===== src/hcc_pkg.sv =====
// Constants for the high-speed channel control register block
package hcc_pkg;
  localparam logic [4:0]  HCC_DEV_ADDR      = 5'h1E;
  localparam logic [15:0] HCC_REG_ADDR      = 16'h001D;
  localparam logic [15:0] HCC_RESET         = 16'h0000;
  // Bits 9:8 are not implemented and read as zero
  localparam logic [15:0] HCC_WMASK         = 16'hFCFF;
  localparam int          HCC_RATE_OVR_BIT  = 13;
  localparam int          HCC_FREQ_BIT      = 12;
  localparam int          HCC_RX_SKIP_BIT   = 11;
  localparam int          HCC_TX_SKIP_BIT   = 10;
  localparam int          HCC_ENC_SKIP_BIT  = 3;
  localparam int          HCC_DEC_SKIP_BIT  = 2;
  localparam int          HCC_POL_HI        = 1;
  localparam int          HCC_POL_LO        = 0;
  localparam logic [1:0]  HCC_POL_STD       = 2'h0;
  localparam logic [1:0]  HCC_POL_ONE       = 2'h1;
  localparam logic [1:0]  HCC_POL_TWO       = 2'h2;
  localparam logic [1:0]  HCC_POL_THREE     = 2'h3;
  // Sync acquisition and standard hysteresis counts
  localparam logic [1:0]  HCC_ACQ_LAST      = 2'h2;
  localparam logic [2:0]  HCC_LOSS_LAST     = 3'h3;
  localparam logic [1:0]  HCC_GOOD_RUN_LAST = 2'h3;
  localparam logic [1:0]  HCC_ZERO2         = 2'h0;
  localparam logic [2:0]  HCC_ZERO3         = 3'h0;
  localparam logic [1:0]  HCC_ONE2          = 2'h1;
  localparam logic [2:0]  HCC_ONE3          = 3'h1;
endpackage : hcc_pkg


===== src/hcc_chan_ctrl.sv =====
// High-speed channel control register with rate selection and sync monitor
`timescale 1ns/100ps
// What this block does
// [RQ1] Override clear: multipliers and lane rates derived from selected reference frequency.
// [RQ2] Override set: multipliers and rates taken from the external manual fields.
// [RQ3] Frequency bit picks 156.25 MHz (0) or 312.5 MHz (1) reference.
// [RQ4] Receive skip bit disables receive clock tolerance compensation.
// [RQ5] Transmit skip bit disables transmit clock tolerance compensation.
// [RQ6] Encoder skip bit bypasses the high-side 8b/10b encoder.
// [RQ7] Decoder skip bit bypasses the high-side 8b/10b decoder.
// [RQ8] Policy 00 applies standard Ethernet hysteresis before losing sync.
// [RQ9] Policy 01: one code or disparity error drops sync at once.
// [RQ10] Policy 10: two adjacent errors drop sync at once.
// [RQ11] Policy 11: three adjacent errors drop sync at once.
// [RQ12] Whole register resets to zero.
// [RQ13] Host reads and writes the register as one 16-bit word.
module hcc_chan_ctrl
  import hcc_pkg::*;
#(
  parameter int              MULT_W     = 8,
  parameter int              RATE_W     = 4,
  parameter logic [MULT_W-1:0] HS_MULT_156 = 8'h40,
  parameter logic [MULT_W-1:0] HS_MULT_312 = 8'h20,
  parameter logic [MULT_W-1:0] LS_MULT_156 = 8'h10,
  parameter logic [MULT_W-1:0] LS_MULT_312 = 8'h08,
  parameter logic [RATE_W-1:0] RATE_156    = 4'h1,
  parameter logic [RATE_W-1:0] RATE_312    = 4'h2
)
(
  // Clock and reset
  input  wire logic              SYS_CLK,
  input  wire logic              RST,
  // Management register access
  input  wire logic              MGMT_WE,
  input  wire logic              MGMT_RE,
  input  wire logic [4:0]        MGMT_DEVAD,
  input  wire logic [15:0]       MGMT_REGAD,
  input  wire logic [15:0]       MGMT_WDATA,
  output logic      [15:0]       MGMT_RDATA,
  // Manual rate fields from other configuration registers
  input  wire logic [MULT_W-1:0] MAN_HIGH_SIDE_PLL_MULTIPLIER,
  input  wire logic [MULT_W-1:0] MAN_LS_MULT,
  input  wire logic [RATE_W-1:0] MAN_LANE_RATE,
  // Applied rate settings
  output logic      [MULT_W-1:0] HIGH_SIDE_PLL_MULTIPLIER,
  output logic      [MULT_W-1:0] LOW_SIDE_MULTIPLIER,
  output logic      [RATE_W-1:0] LANE_RATE,
  // Datapath controls
  output logic                   RX_RATE_COMP_SKIP,
  output logic                   TX_RATE_COMP_SKIP,
  output logic                   HIGH_SIDE_ENCODER_SKIP,
  output logic                   HIGH_SIDE_DECODER_SKIP,
  // Receive code stream and sync status
  input  wire logic              HS_CODE_VALID,
  input  wire logic              HS_CODE_ERR,
  output logic                   HS_IN_SYNC
);
  typedef struct packed {
    logic [15:0]       ctrl;
    logic [15:0]       rdata;
    logic [MULT_W-1:0] hs_mult;
    logic [MULT_W-1:0] ls_mult;
    logic [RATE_W-1:0] rate;
  } hcc_main_t;

  hcc_main_t q;
  hcc_main_t next_q;
  logic      hit;

  // ****************************************
  // Register access and rate selection
  // ****************************************
  assign hit = (MGMT_DEVAD == HCC_DEV_ADDR) && (MGMT_REGAD == HCC_REG_ADDR);

  always_comb
  begin
    next_q = q;
    // All writable fields change together in one write
    if (MGMT_WE && hit)
      next_q.ctrl = MGMT_WDATA & HCC_WMASK; // see [RQ13]
    // Read data is registered, so the answer stands from the cycle after the strobe
    if (MGMT_RE)
      next_q.rdata = hit ? q.ctrl : 16'h0000; // see [RQ13]
    // Settings follow the register one cycle later, so a write never glitches them
    if (q.ctrl[HCC_RATE_OVR_BIT])
    begin
      next_q.hs_mult = MAN_HIGH_SIDE_PLL_MULTIPLIER; // see [RQ2]
      next_q.ls_mult = MAN_LS_MULT;
      next_q.rate    = MAN_LANE_RATE;
    end
    else if (q.ctrl[HCC_FREQ_BIT])
    begin
      next_q.hs_mult = HS_MULT_312; // see [RQ1] see [RQ3]
      next_q.ls_mult = LS_MULT_312;
      next_q.rate    = RATE_312;
    end
    else
    begin
      next_q.hs_mult = HS_MULT_156; // see [RQ1] see [RQ3]
      next_q.ls_mult = LS_MULT_156;
      next_q.rate    = RATE_156;
    end
  end

  always_ff @(posedge SYS_CLK or posedge RST)
  begin
    if (RST)
    begin
      q.ctrl    <= HCC_RESET; // see [RQ12]
      q.rdata   <= HCC_RESET;
      q.hs_mult <= HS_MULT_156;
      q.ls_mult <= LS_MULT_156;
      q.rate    <= RATE_156;
    end
    else
      q <= next_q;
  end

  assign MGMT_RDATA               = q.rdata;
  assign HIGH_SIDE_PLL_MULTIPLIER = q.hs_mult;
  assign LOW_SIDE_MULTIPLIER      = q.ls_mult;
  assign LANE_RATE                = q.rate;
  assign RX_RATE_COMP_SKIP        = q.ctrl[HCC_RX_SKIP_BIT]; // see [RQ4]
  assign TX_RATE_COMP_SKIP        = q.ctrl[HCC_TX_SKIP_BIT]; // see [RQ5]
  assign HIGH_SIDE_ENCODER_SKIP   = q.ctrl[HCC_ENC_SKIP_BIT]; // see [RQ6]
  assign HIGH_SIDE_DECODER_SKIP   = q.ctrl[HCC_DEC_SKIP_BIT]; // see [RQ7]

  // ****************************************
  // Sync monitor
  // ****************************************
  hcc_sync_fsm u_sync (
    .clk        (SYS_CLK),
    .rst        (RST),
    .code_valid (HS_CODE_VALID),
    .code_err   (HS_CODE_ERR),
    .policy     (q.ctrl[HCC_POL_HI:HCC_POL_LO]),
    .in_sync    (HS_IN_SYNC)
  );
endmodule : hcc_chan_ctrl


===== src/hcc_sync_fsm.sv =====
// High-speed receive channel synchronization state machine
`timescale 1ns/100ps
module hcc_sync_fsm
  import hcc_pkg::*;
(
  // Clock and reset
  input  wire logic       clk,
  input  wire logic       rst,
  // Code group stream
  input  wire logic       code_valid,
  input  wire logic       code_err,
  input  wire logic [1:0] policy,
  // Status
  output logic            in_sync
);
  typedef enum logic {HCC_S_UNSYNC, HCC_S_SYNC} hcc_sync_st_t;
  typedef struct packed {
    hcc_sync_st_t st;
    logic [1:0]   acq;
    logic [1:0]   err_run;
    logic [2:0]   bad_level;
    logic [1:0]   good_run;
  } hcc_sync_t;

  hcc_sync_t q;
  hcc_sync_t next_q;

  always_comb
  begin
    next_q = q;
    if (code_valid)
    begin
      unique case (q.st)
        HCC_S_UNSYNC:
        begin
          if (code_err)
            next_q.acq = HCC_ZERO2;
          else if (q.acq == HCC_ACQ_LAST)
          begin
            next_q.st        = HCC_S_SYNC;
            next_q.acq       = HCC_ZERO2;
            next_q.err_run   = HCC_ZERO2;
            next_q.bad_level = HCC_ZERO3;
            next_q.good_run  = HCC_ZERO2;
          end
          else
            next_q.acq = q.acq + HCC_ONE2;
        end
        HCC_S_SYNC:
        begin
          if (policy == HCC_POL_STD)
          begin
            // Errors build a level that good runs wear down again
            if (code_err)
            begin
              next_q.good_run = HCC_ZERO2;
              if (q.bad_level == HCC_LOSS_LAST)
                next_q.st = HCC_S_UNSYNC; // see [RQ8]
              else
                next_q.bad_level = q.bad_level + HCC_ONE3;
            end
            else if (q.bad_level != HCC_ZERO3)
            begin
              if (q.good_run == HCC_GOOD_RUN_LAST)
              begin
                next_q.bad_level = q.bad_level - HCC_ONE3;
                next_q.good_run  = HCC_ZERO2;
              end
              else
                next_q.good_run = q.good_run + HCC_ONE2;
            end
          end
          else
          begin
            // Policy code equals the number of adjacent errors that drops sync
            if (code_err)
            begin
              // A run left over from a larger policy must not outlive a switch to a smaller one
              if (({1'b0, q.err_run} + HCC_ONE3) >= {1'b0, policy})
                next_q.st = HCC_S_UNSYNC; // see [RQ9] see [RQ10] see [RQ11]
              else
                next_q.err_run = q.err_run + HCC_ONE2;
            end
            else
              next_q.err_run = HCC_ZERO2;
          end
        end
      endcase
    end
  end

  always_ff @(posedge clk or posedge rst)
  begin
    if (rst)
      q <= '{HCC_S_UNSYNC, HCC_ZERO2, HCC_ZERO2, HCC_ZERO3, HCC_ZERO2};
    else
      q <= next_q;
  end

  assign in_sync = (q.st == HCC_S_SYNC);
endmodule : hcc_sync_fsm


===== config.mk =====
export PLATFORM = sky130hd
export DESIGN_NAME = hcc_chan_ctrl
export DESIGN_NICKNAME = d
export VERILOG_FILES = /design/src/hcc_pkg.sv /design/src/hcc_chan_ctrl.sv /design/src/hcc_sync_fsm.sv
export SDC_FILE = /design/constraint.sdc
export NUM_CORES = 1
export LEC_CHECK = 0
export BUFFER_PORTS_ARGS = -buffer_cell sky130_fd_sc_hd__buf_4
export CELL_PAD_IN_SITES_DETAIL_PLACEMENT = 1
export CELL_PAD_IN_SITES_GLOBAL_PLACEMENT = 2
export CORE_MARGIN = 2
export CORE_UTILIZATION = 32
export DETAILED_ROUTE_END_ITERATION = 10
export PLACE_DENSITY_LB_ADDON = 0.1
export SYNTH_ARGS = -nofsm -noshare
export SYNTH_HDL_FRONTEND = slang
export SYNTH_HIERARCHICAL = 1
export SYNTH_SLANG_ARGS = --single-unit
export TNS_END_PERCENT = 5

===== constraint.sdc =====
create_clock -name SYS_CLK -period 4.9 [get_ports SYS_CLK]
set_clock_uncertainty 0.05 [all_clocks]
set_input_delay 0.98 -clock SYS_CLK [delete_from_list [all_inputs] [get_ports SYS_CLK]]
set_output_delay 0.98 -clock SYS_CLK [all_outputs]
set_load 0.01 [all_outputs]

== Yosys cells after proc, flatten, opt, wreduce, memory -nomap -nowiden ==
Index checks and enable logic that the tools add are counted.
Storage, ports and cells
  register bits: 60
  latch bits: 0
  RAM bits: 0
  memory bits (read-only): 0
  memories kept: 0
Operators by class
  add/subtract/negate cells: 6
  multipliers: 0
  div/mod/pow operators: 0
  order comparisons: 1
  equality and inequality tests: 13
  shifts and indexed selects: 0
  multiplexer cells: 25
  bitwise operators: 1
  reductions and logical operators: 8
Operators by type and width (number)
  2-to-1 mux 20 bit: 1
  2-to-1 mux 19 bit: 1
  == test 16 x 5 -> 1 bit (second input constant): 1
  2-to-1 mux 16 bit: 1
  2-to-1 mux 5 bit: 3
  2-to-1 mux 7 bit: 2
  one-hot mux 7 bit (2 select lines): 1
  2-to-1 mux 2 bit: 6
  inequality test 3 bit (second input constant): 4
  AND reduction 5 bit: 2
  2-to-1 mux 1 bit: 7
  AND reduction 7 bit: 1
  adder 2 x 1 -> 2 bit (second input constant): 3
  2-to-1 mux 3 bit: 2
  inequality test 2 bit (second input constant): 3
  == test 5 bit (second input constant): 1
  == test 2 bit (second input constant): 2
  adder 2 x 1 -> 3 bit (second input constant): 1
  adder 3 x 1 -> 3 bit (second input constant): 1
  == test 3 x 2 -> 1 bit (second input constant): 1
  >= comparator 3 x 2 -> 1 bit: 1
  nonzero test 3 bit: 1
  subtractor 3 x 1 -> 3 bit (second input constant): 1
  logical AND 1 bit: 2
  5 further kinds: 5

== Depth between registers and ports, before layout ==
Gate-level depths: netlist (run 1).
  depth in word-level cells: 6
  gate-level depth with buffers: 6

== Cells and area by module ==
The synthesis (run 1) kept the hierarchy.
By module, submodules not included
  hcc_chan_ctrl: instances 1, cells an instance 185, area an instance 2127.0 µm², seq. area each 1204.9 µm²
  hcc_sync_fsm: instances 1, cells an instance 68, area an instance 684.4 µm², seq. area each 250.2 µm²

== Worst setup path after synthesis (run 1) ==
No wires, ideal clock.
  path type: input port to flip-flop
  start point: input port MGMT_REGAD[5]
  end point: register q (netlist bit HIGH_SIDE_ENCODER_SKIP)
  arrival: 2.505 ns
  required time: 4.725 ns
  slack: 2.220 ns
  stages on the path: 6
  path buffers: 2
  cells stage by stage: or4b_1 > nor4_2 > and4_1 > buf_6 > buf_12 > mux2_4
On the way
  word-level cells in the longest chain between the ends: 3
RTL lines
  from (decl): RTL line hcc_chan_ctrl.sv:37  | input wire logic [15:0] MGMT_REGAD,
  == test 16 x 5 -> 1 bit: RTL line hcc_chan_ctrl.sv:73  | assign hit = (MGMT_DEVAD == HCC_DEV_ADDR) && (MGMT_REGAD == HCC_REG_ADDR);
  logical AND 1 bit: RTL line hcc_chan_ctrl.sv:73
  logical AND 1 bit: RTL line hcc_chan_ctrl.sv:79  | if (MGMT_WE && hit)
  to (signal assigned): RTL line hcc_chan_ctrl.sv:116  | q <= next_q;
  to (decl): RTL line hcc_chan_ctrl.sv:66  | hcc_main_t q;
No other way between the ends.
A chain may end at the register's enable or synchronous reset.

== Final worst setup path (run 1) ==
  start point: input port MGMT_REGAD[9]
  end point: register q[51] in the netlist's numbering
The elaborated chain is that of the path after synthesis.

==> results of run 1 <==
[power by group]
part	total, W	internal, W	switching (W)
Combinational	0.000185	0.0000985	0.0000862
Clock	0.000443	0.000249	0.000194
Sequential	0.000552	0.000507	0.0000448
Total	0.00118	0.000855	0.000325
[cell type report]
class / count / area [µm²]
multi-input combinational: 115 / 888
timing repair buffer: 100 / 751
inverter: 37 / 139
fill: 967 / 5060
sequential: 58 / 1460
clock inverter: 6 / 65.1
clock buffer: 10 / 138
tap: 108 / 135
[through the flow]
| stage | hold WS [ns] | cells | area, µm² | util [%] |
|---|---|---|---|---|
| 2_1_floorplan | 0.430 | 254 | 2820 | - |
| 5_1_grt | 0.488 | 434 | 3570 | 41.4 |
| 3_5_place_dp | 0.447 | 418 | 3370 | 39.0 |
| 4_1_cts | 0.467 | 434 | 3570 | 41.4 |
| 3_3_place_gp | 0.444 | 418 | 3370 | 39.0 |
| 6_report | 0.465 | 434 | 3570 | 41.4 |
[cells in the mapped netlist, types with 2 or more instances]
| cell type | instances | area [µm²] |
|---|---|---|
| nor3_1 | 4 | 20.0 |
| nand2b_1 | 2 | 12.5 |
| buf_4 | 36 | 270 |
| nor2_1 | 4 | 15.0 |
| or4_1 | 2 | 15.0 |
| o31ai_1 | 2 | 15.0 |
| dfstp_2 | 3 | 78.8 |
| clkbuf_1 | 4 | 15.0 |
| o21ai_0 | 8 | 40.0 |
| dfrtp_1 | 55 | 1380 |
| o22ai_1 | 16 | 100 |
| inv_1 | 37 | 139 |
| fa_1 | 2 | 40.0 |
| nand2_1 | 17 | 63.8 |
| ha_1 | 3 | 37.5 |
| buf_6 | 2 | 22.5 |
| and2_1 | 14 | 87.6 |
| mux2_4 | 10 | 150 |
| mux2_2 | 7 | 78.8 |
| nand4_1 | 3 | 18.8 |
[kinds of logic after synthesis]
logic type	after synthesis	share of synthesized area, %
AO/OA/AOI/OAI	35	8.46
other	1	0.133
AND/OR/NAND/NOR	54	11.3
adder cells (fa/ha/maj)	5	2.76
buffers and inverters	81	16.8
XOR/XNOR	1	0.312
flip-flops	58	51.8
multiplexers	18	8.50
[worst max path at each step]
stage                             start                     end  slack, ns  cells after the start
after floorplan           MGMT_REGAD[5]  HIGH_SIDE_ENCODER_SKIP       2.22                      6
after global placement    MGMT_REGAD[9]                   q[51]       1.48                      5
after detailed placement  MGMT_REGAD[9]                   q[51]       1.45                      5
after CTS                 MGMT_REGAD[9]                   q[51]       1.81                      5
after global routing      MGMT_REGAD[9]  HIGH_SIDE_DECODER_SKIP       1.67                      5
final                     MGMT_REGAD[9]                   q[51]       1.83                      5
[state kept, by name, summed over array words and instances (netlist names)]
register                  cells
HIGH_SIDE_DECODER_SKIP        1
HIGH_SIDE_ENCODER_SKIP        1
HIGH_SIDE_PLL_MULTIPLIER      8
LANE_RATE                     4
LOW_SIDE_MULTIPLIER           8
MGMT_RDATA                   14
RX_RATE_COMP_SKIP             1
TX_RATE_COMP_SKIP             1
q                            10
u_sync/in_sync                1
u_sync/q                      9
[metal layers]
| layer | share of wire [%] | track usage, % |
|---|---|---|
| met4 | 1.1 | 5.13 |
| met5 | 0 | 0 |
| met3 | 7.6 | 5.08 |
| met1 | 43 | 17.2 |
| met2 | 48 | 22.3 |
[critical path: stages]
cell	delay [ns]
buf_4	0.11
or4_1	0.50
nor4_1	0.37
and4_1	0.87
mux2_2	0.41
==> reports/summary.txt, run 1 <==
CP max FO: 14
Worst endpoint data arrival time: 3.24 ns
Post CTS Setup Buffer Count: 0
Critical Path RT: 5.07 ns
Worst r2r src: u_sync/q[5]
Worst min path class: reg -> reg
Synth-to-layout area growth: 27.0%
Total of max-cap violations: 0
FP Rows: 34
Share of cells above drive strength 1: 43.9%
Setup WS pre-CTS: 1.45 ns
Clk Latency, worst-skew pair: 0.33 ns
Pin count of the biggest net entering global routing: 49
Hold depth: 1
DR WL/cell: 14.1 µm
Seq/Total Area, Yosys: 51.8%
Post-Route WL: 6130 µm
Total GRT Usage: 13.9%
Fmax: 0.325 GHz
TritonRoute pass-1 iters: 4
Root buffer cell: clkbuf_8
FF-to-FF End: u_sync/in_sync
Global-route wire length before repair: 10500 µm
Post-detail-place hpwl: 4530 µm
DRC: 0
Die width: 97.7 µm
Main synth FF type: dfrtp_1
Status: completed
Starting Density: 32.6%
R2r worst-path depth: 6
CTS Sinks: 58
LEAKAGE: 1.77 nW
Synth async-reset ratio: 100%
Crit Path Category: in -> reg
Via/cell ratio: 4.50
Setup violations, final: 0
Worst VDD drop: 139 µV
# nets final: 389
Total number of yosys warnings: 6
Final worst setup slack: 1.83 ns
CTS tree: done
Rel. slew slack: 39.9%
Synthesized area: 2810 µm²
Reg2reg setup slack: 2.83 ns
I/O pin count: 104
Hold path startpoint: q[43]
Post_cts resized: 0
Final Hold Viols: 0
Total gr overflow: 0
CTS H-tree depth: 3
Tightest Pin Transition: 0.902 ns
ANT nets after route: 0
Final min period: 3.07 ns
Core box area: 8640 µm²
Min-Delay Endpoint: q[43]
Initial antenna violation count: 0
Critical Path End Type: flip-flop
Commonest non-fill, non-tap cell in the layout: buf_4
DR vias: 1951
Post-synth EDFFs: 0
Die ar.: 9550 µm²
Pins Over Slew Limit: 0
RSZ-0062 raised after global routing: no
Commonest non-fill, non-tap cells in the layout: 100 x buf_4, 55 x dfrtp_1, 36 x inv_1, 17 x nand2_1, 16 x o22ai_1
Vias in the first global route: 2150
Clk pin slew, worst setup/hold paths: 0.07 ns
Crit start category: input pin
Final Total Pwr: 0.00118 W
Final Wtd Congestion: 0.718
Cell count after synthesis: 253
1st-iter DRT viols: 25
Clk buf depth: 2
Power density cells: 330 nW/µm²
Die height: 97.7 µm
Post-synth cell types: 42
IO buf count: 99
Setup_tns: 0 ns
Synth Area per Inst: 11.1 µm²
Crit share post-route: 62.7%
TritonCTS buffer count: 9
Antenna diodes: 0
Synth Register Bits: 58
Post-CTS Hold Buffers: 0
(Power assumes the default switching activity.)
==> run 2, diff against run 1 <==
- CORE_UTILIZATION: 32 -> 27
- clock period: 4.9 -> 2.6 ns (I/O delays scaled with it)
==> run 2 against run 1 <==
- utilization down 5.8 points
- highest routed layer unchanged
- largest power group unchanged
- combinational power up 89%
- final cell count up 6.9%
- sequential share of layout area down 0.80 points
==> reports/summary.txt, run 2 (synthesis gave the netlist of run 1 again) <==
Combinational power share: 15.6%
Total gr overflow: 0
Post-CTS Hold Buffers: 0
RSZ-0062 raised after global routing: no
CTS H-tree depth: 3
Vias in the first global route: 2078
Worst r2r src: u_sync/q[5]
Initial antenna violation count: 0
1st-iter DRT viols: 25
P_sw: 0.000586 W
Worst min path class: in -> async
Tightest Pin Transition: 0.718 ns
Root buffer cell: clkbuf_8
R2r worst-path depth: 6
Pin count of the biggest net entering global routing: 26
DR vias: 1923
Final min period: 2.14 ns
Power share of the clock group: 38.2%
Final instance area: 3640 µm²
Clk buf depth: 2
Clk Latency, worst-skew pair: 0.34 ns
Worst endpoint data arrival time: 2.29 ns
DRC: 0
Total GRT Usage: 12.3%
ANT nets after route: 0
Pint: 0.00166 W
DR WL/cell: 13.5 µm
Fmax: 0.468 GHz
Die width: 106 µm
CP max FO: 5
I/O pin count: 104
Die height: 106 µm
TritonRoute pass-1 iters: 4
Critical Path End Type: flip-flop
Final Hold Viols: 0
Commonest non-fill, non-tap cells in the layout: 102 x buf_4, 55 x dfrtp_1, 36 x inv_1, 17 x nand2_1, 16 x o22ai_1
TritonCTS buffer count: 9
Crit share post-route: 82.1%
IO buf count: 99
Total of max-cap violations: 0
Global-route wire length before repair: 10400 µm
Die ar.: 11200 µm²
Reg2reg setup slack: 0.46 ns
Critical path origin: u_sync/q[5]
Pins Over Slew Limit: 0
Share of cells above drive strength 1: 43.9%
Final Wtd Congestion: 0.706
CTS Sinks: 58
Post-Route WL: 6270 µm
Final Total Pwr: 0.00224 W
CP Capture Point: u_sync/in_sync
Starting Density: 27.5%
# nets final: 392
FP Rows: 37
Setup violations, final: 0
Status: completed
FF-to-FF End: u_sync/in_sync
Crit start category: flip-flop
Setup_tns: 0 ns
CTS tree: done
Post-detail-place hpwl: 4670 µm
Synth-to-layout area growth: 29.6%
Power density cells: 616 nW/µm²
Non-Filler Instances: 464
Max reg flops: 14
Crit Path Category: reg -> reg
Placed cell area: 3440 µm²
Critical Path RT: 2.76 ns
Rel. slew slack: 52.1%
Via/cell ratio: 4.14
Post_cts resized: 0
Inst Count DP: 449
Core box area: 10200 µm²
Post CTS Setup Buffer Count: 0
Clk pin slew, worst setup/hold paths: 0.06 ns
Seq pwr share: 46.2%
Antenna diodes: 0
Commonest non-fill, non-tap cell in the layout: buf_4
Worst VDD drop: 319 µV
LEAKAGE: 1.79 nW
Switching share of power: 26.1%
==> run 2: changes by cell type in the layout (fill, tap and decap cells not counted), sizes merged <==
cell / change
clkinv: -2
buf: +3
clkinvlp: -1
clkbuf: +3
inv: -1
==> run 2: layout make-up <==
cell class              instances  area (µm²)
fillers                      1169        6590
flip-flops and latches         58        1460
multi-input cells             115         888
repair buffers                103         786
well taps                     136         170
clock buffers                  13         169
inverters                      37         139
clock inverters                 2        35.0
==> run 2: routing by layer <==
| metal | GRT usage [%] | up-vias | part of all wire [%] |
|---|---|---|---|
| met5 | 0 | - | 0 |
| met3 | 4.48 | 9 | 6.3 |
| met4 | 5.92 | 0 | 2.2 |
| met2 | 19.6 | 48 | 50 |
| li1 | - | 931 | - |
| met1 | 14.8 | 935 | 42 |
==> run 2: worst min-delay path by stage <==
stage	start	to	slack, ns
6_report	RST	u_sync/q[3]	0.14
5_1_grt	RST	u_sync/q[3]	0.15
4_1_cts	RST	u_sync/q[6]	0.13
3_5_place_dp	q[51]	q[51]	0.45
3_3_place_gp	q[51]	q[51]	0.44
2_1_floorplan	RST	u_sync/in_sync	0.31
==> run 2: per-stage QoR <==
| stage | utilization [%] | setup slack [ns] | hold WS [ns] |
|---|---|---|---|
| 4_1_cts | 35.6 | 0.456 | 0.135 |
| 5_1_grt | 35.6 | 0.245 | 0.149 |
| 3_3_place_gp | 33.6 | 0.142 | 0.442 |
| 6_report | 35.6 | 0.465 | 0.140 |
| 2_1_floorplan | - | 0.380 | 0.310 |
| 3_5_place_dp | 33.6 | 0.136 | 0.447 |
==> run 2: worst max-delay path, cell delays in order (launching register included) <==
cell and delay (ns):
dfrtp_1 0.39, inv_1 0.09, fa_1 0.47, o31ai_1 0.53
a21oi_1 0.16, o21ai_0 0.20, o21ai_0 0.11
==> run 2: power groups by stage <==
stage | Sequential, W | Clock, W | Combinational [W]
finish | 0.00104 | 0.000856 | 0.000350
detailed placement | 0.00106 | 0 | 0.000355
global placement | 0.00105 | 0 | 0.000348
global route | 0.00105 | 0.000944 | 0.000401
CTS | 0.00104 | 0.000897 | 0.000358
floorplan | 0.00103 | 0 | 0.000242
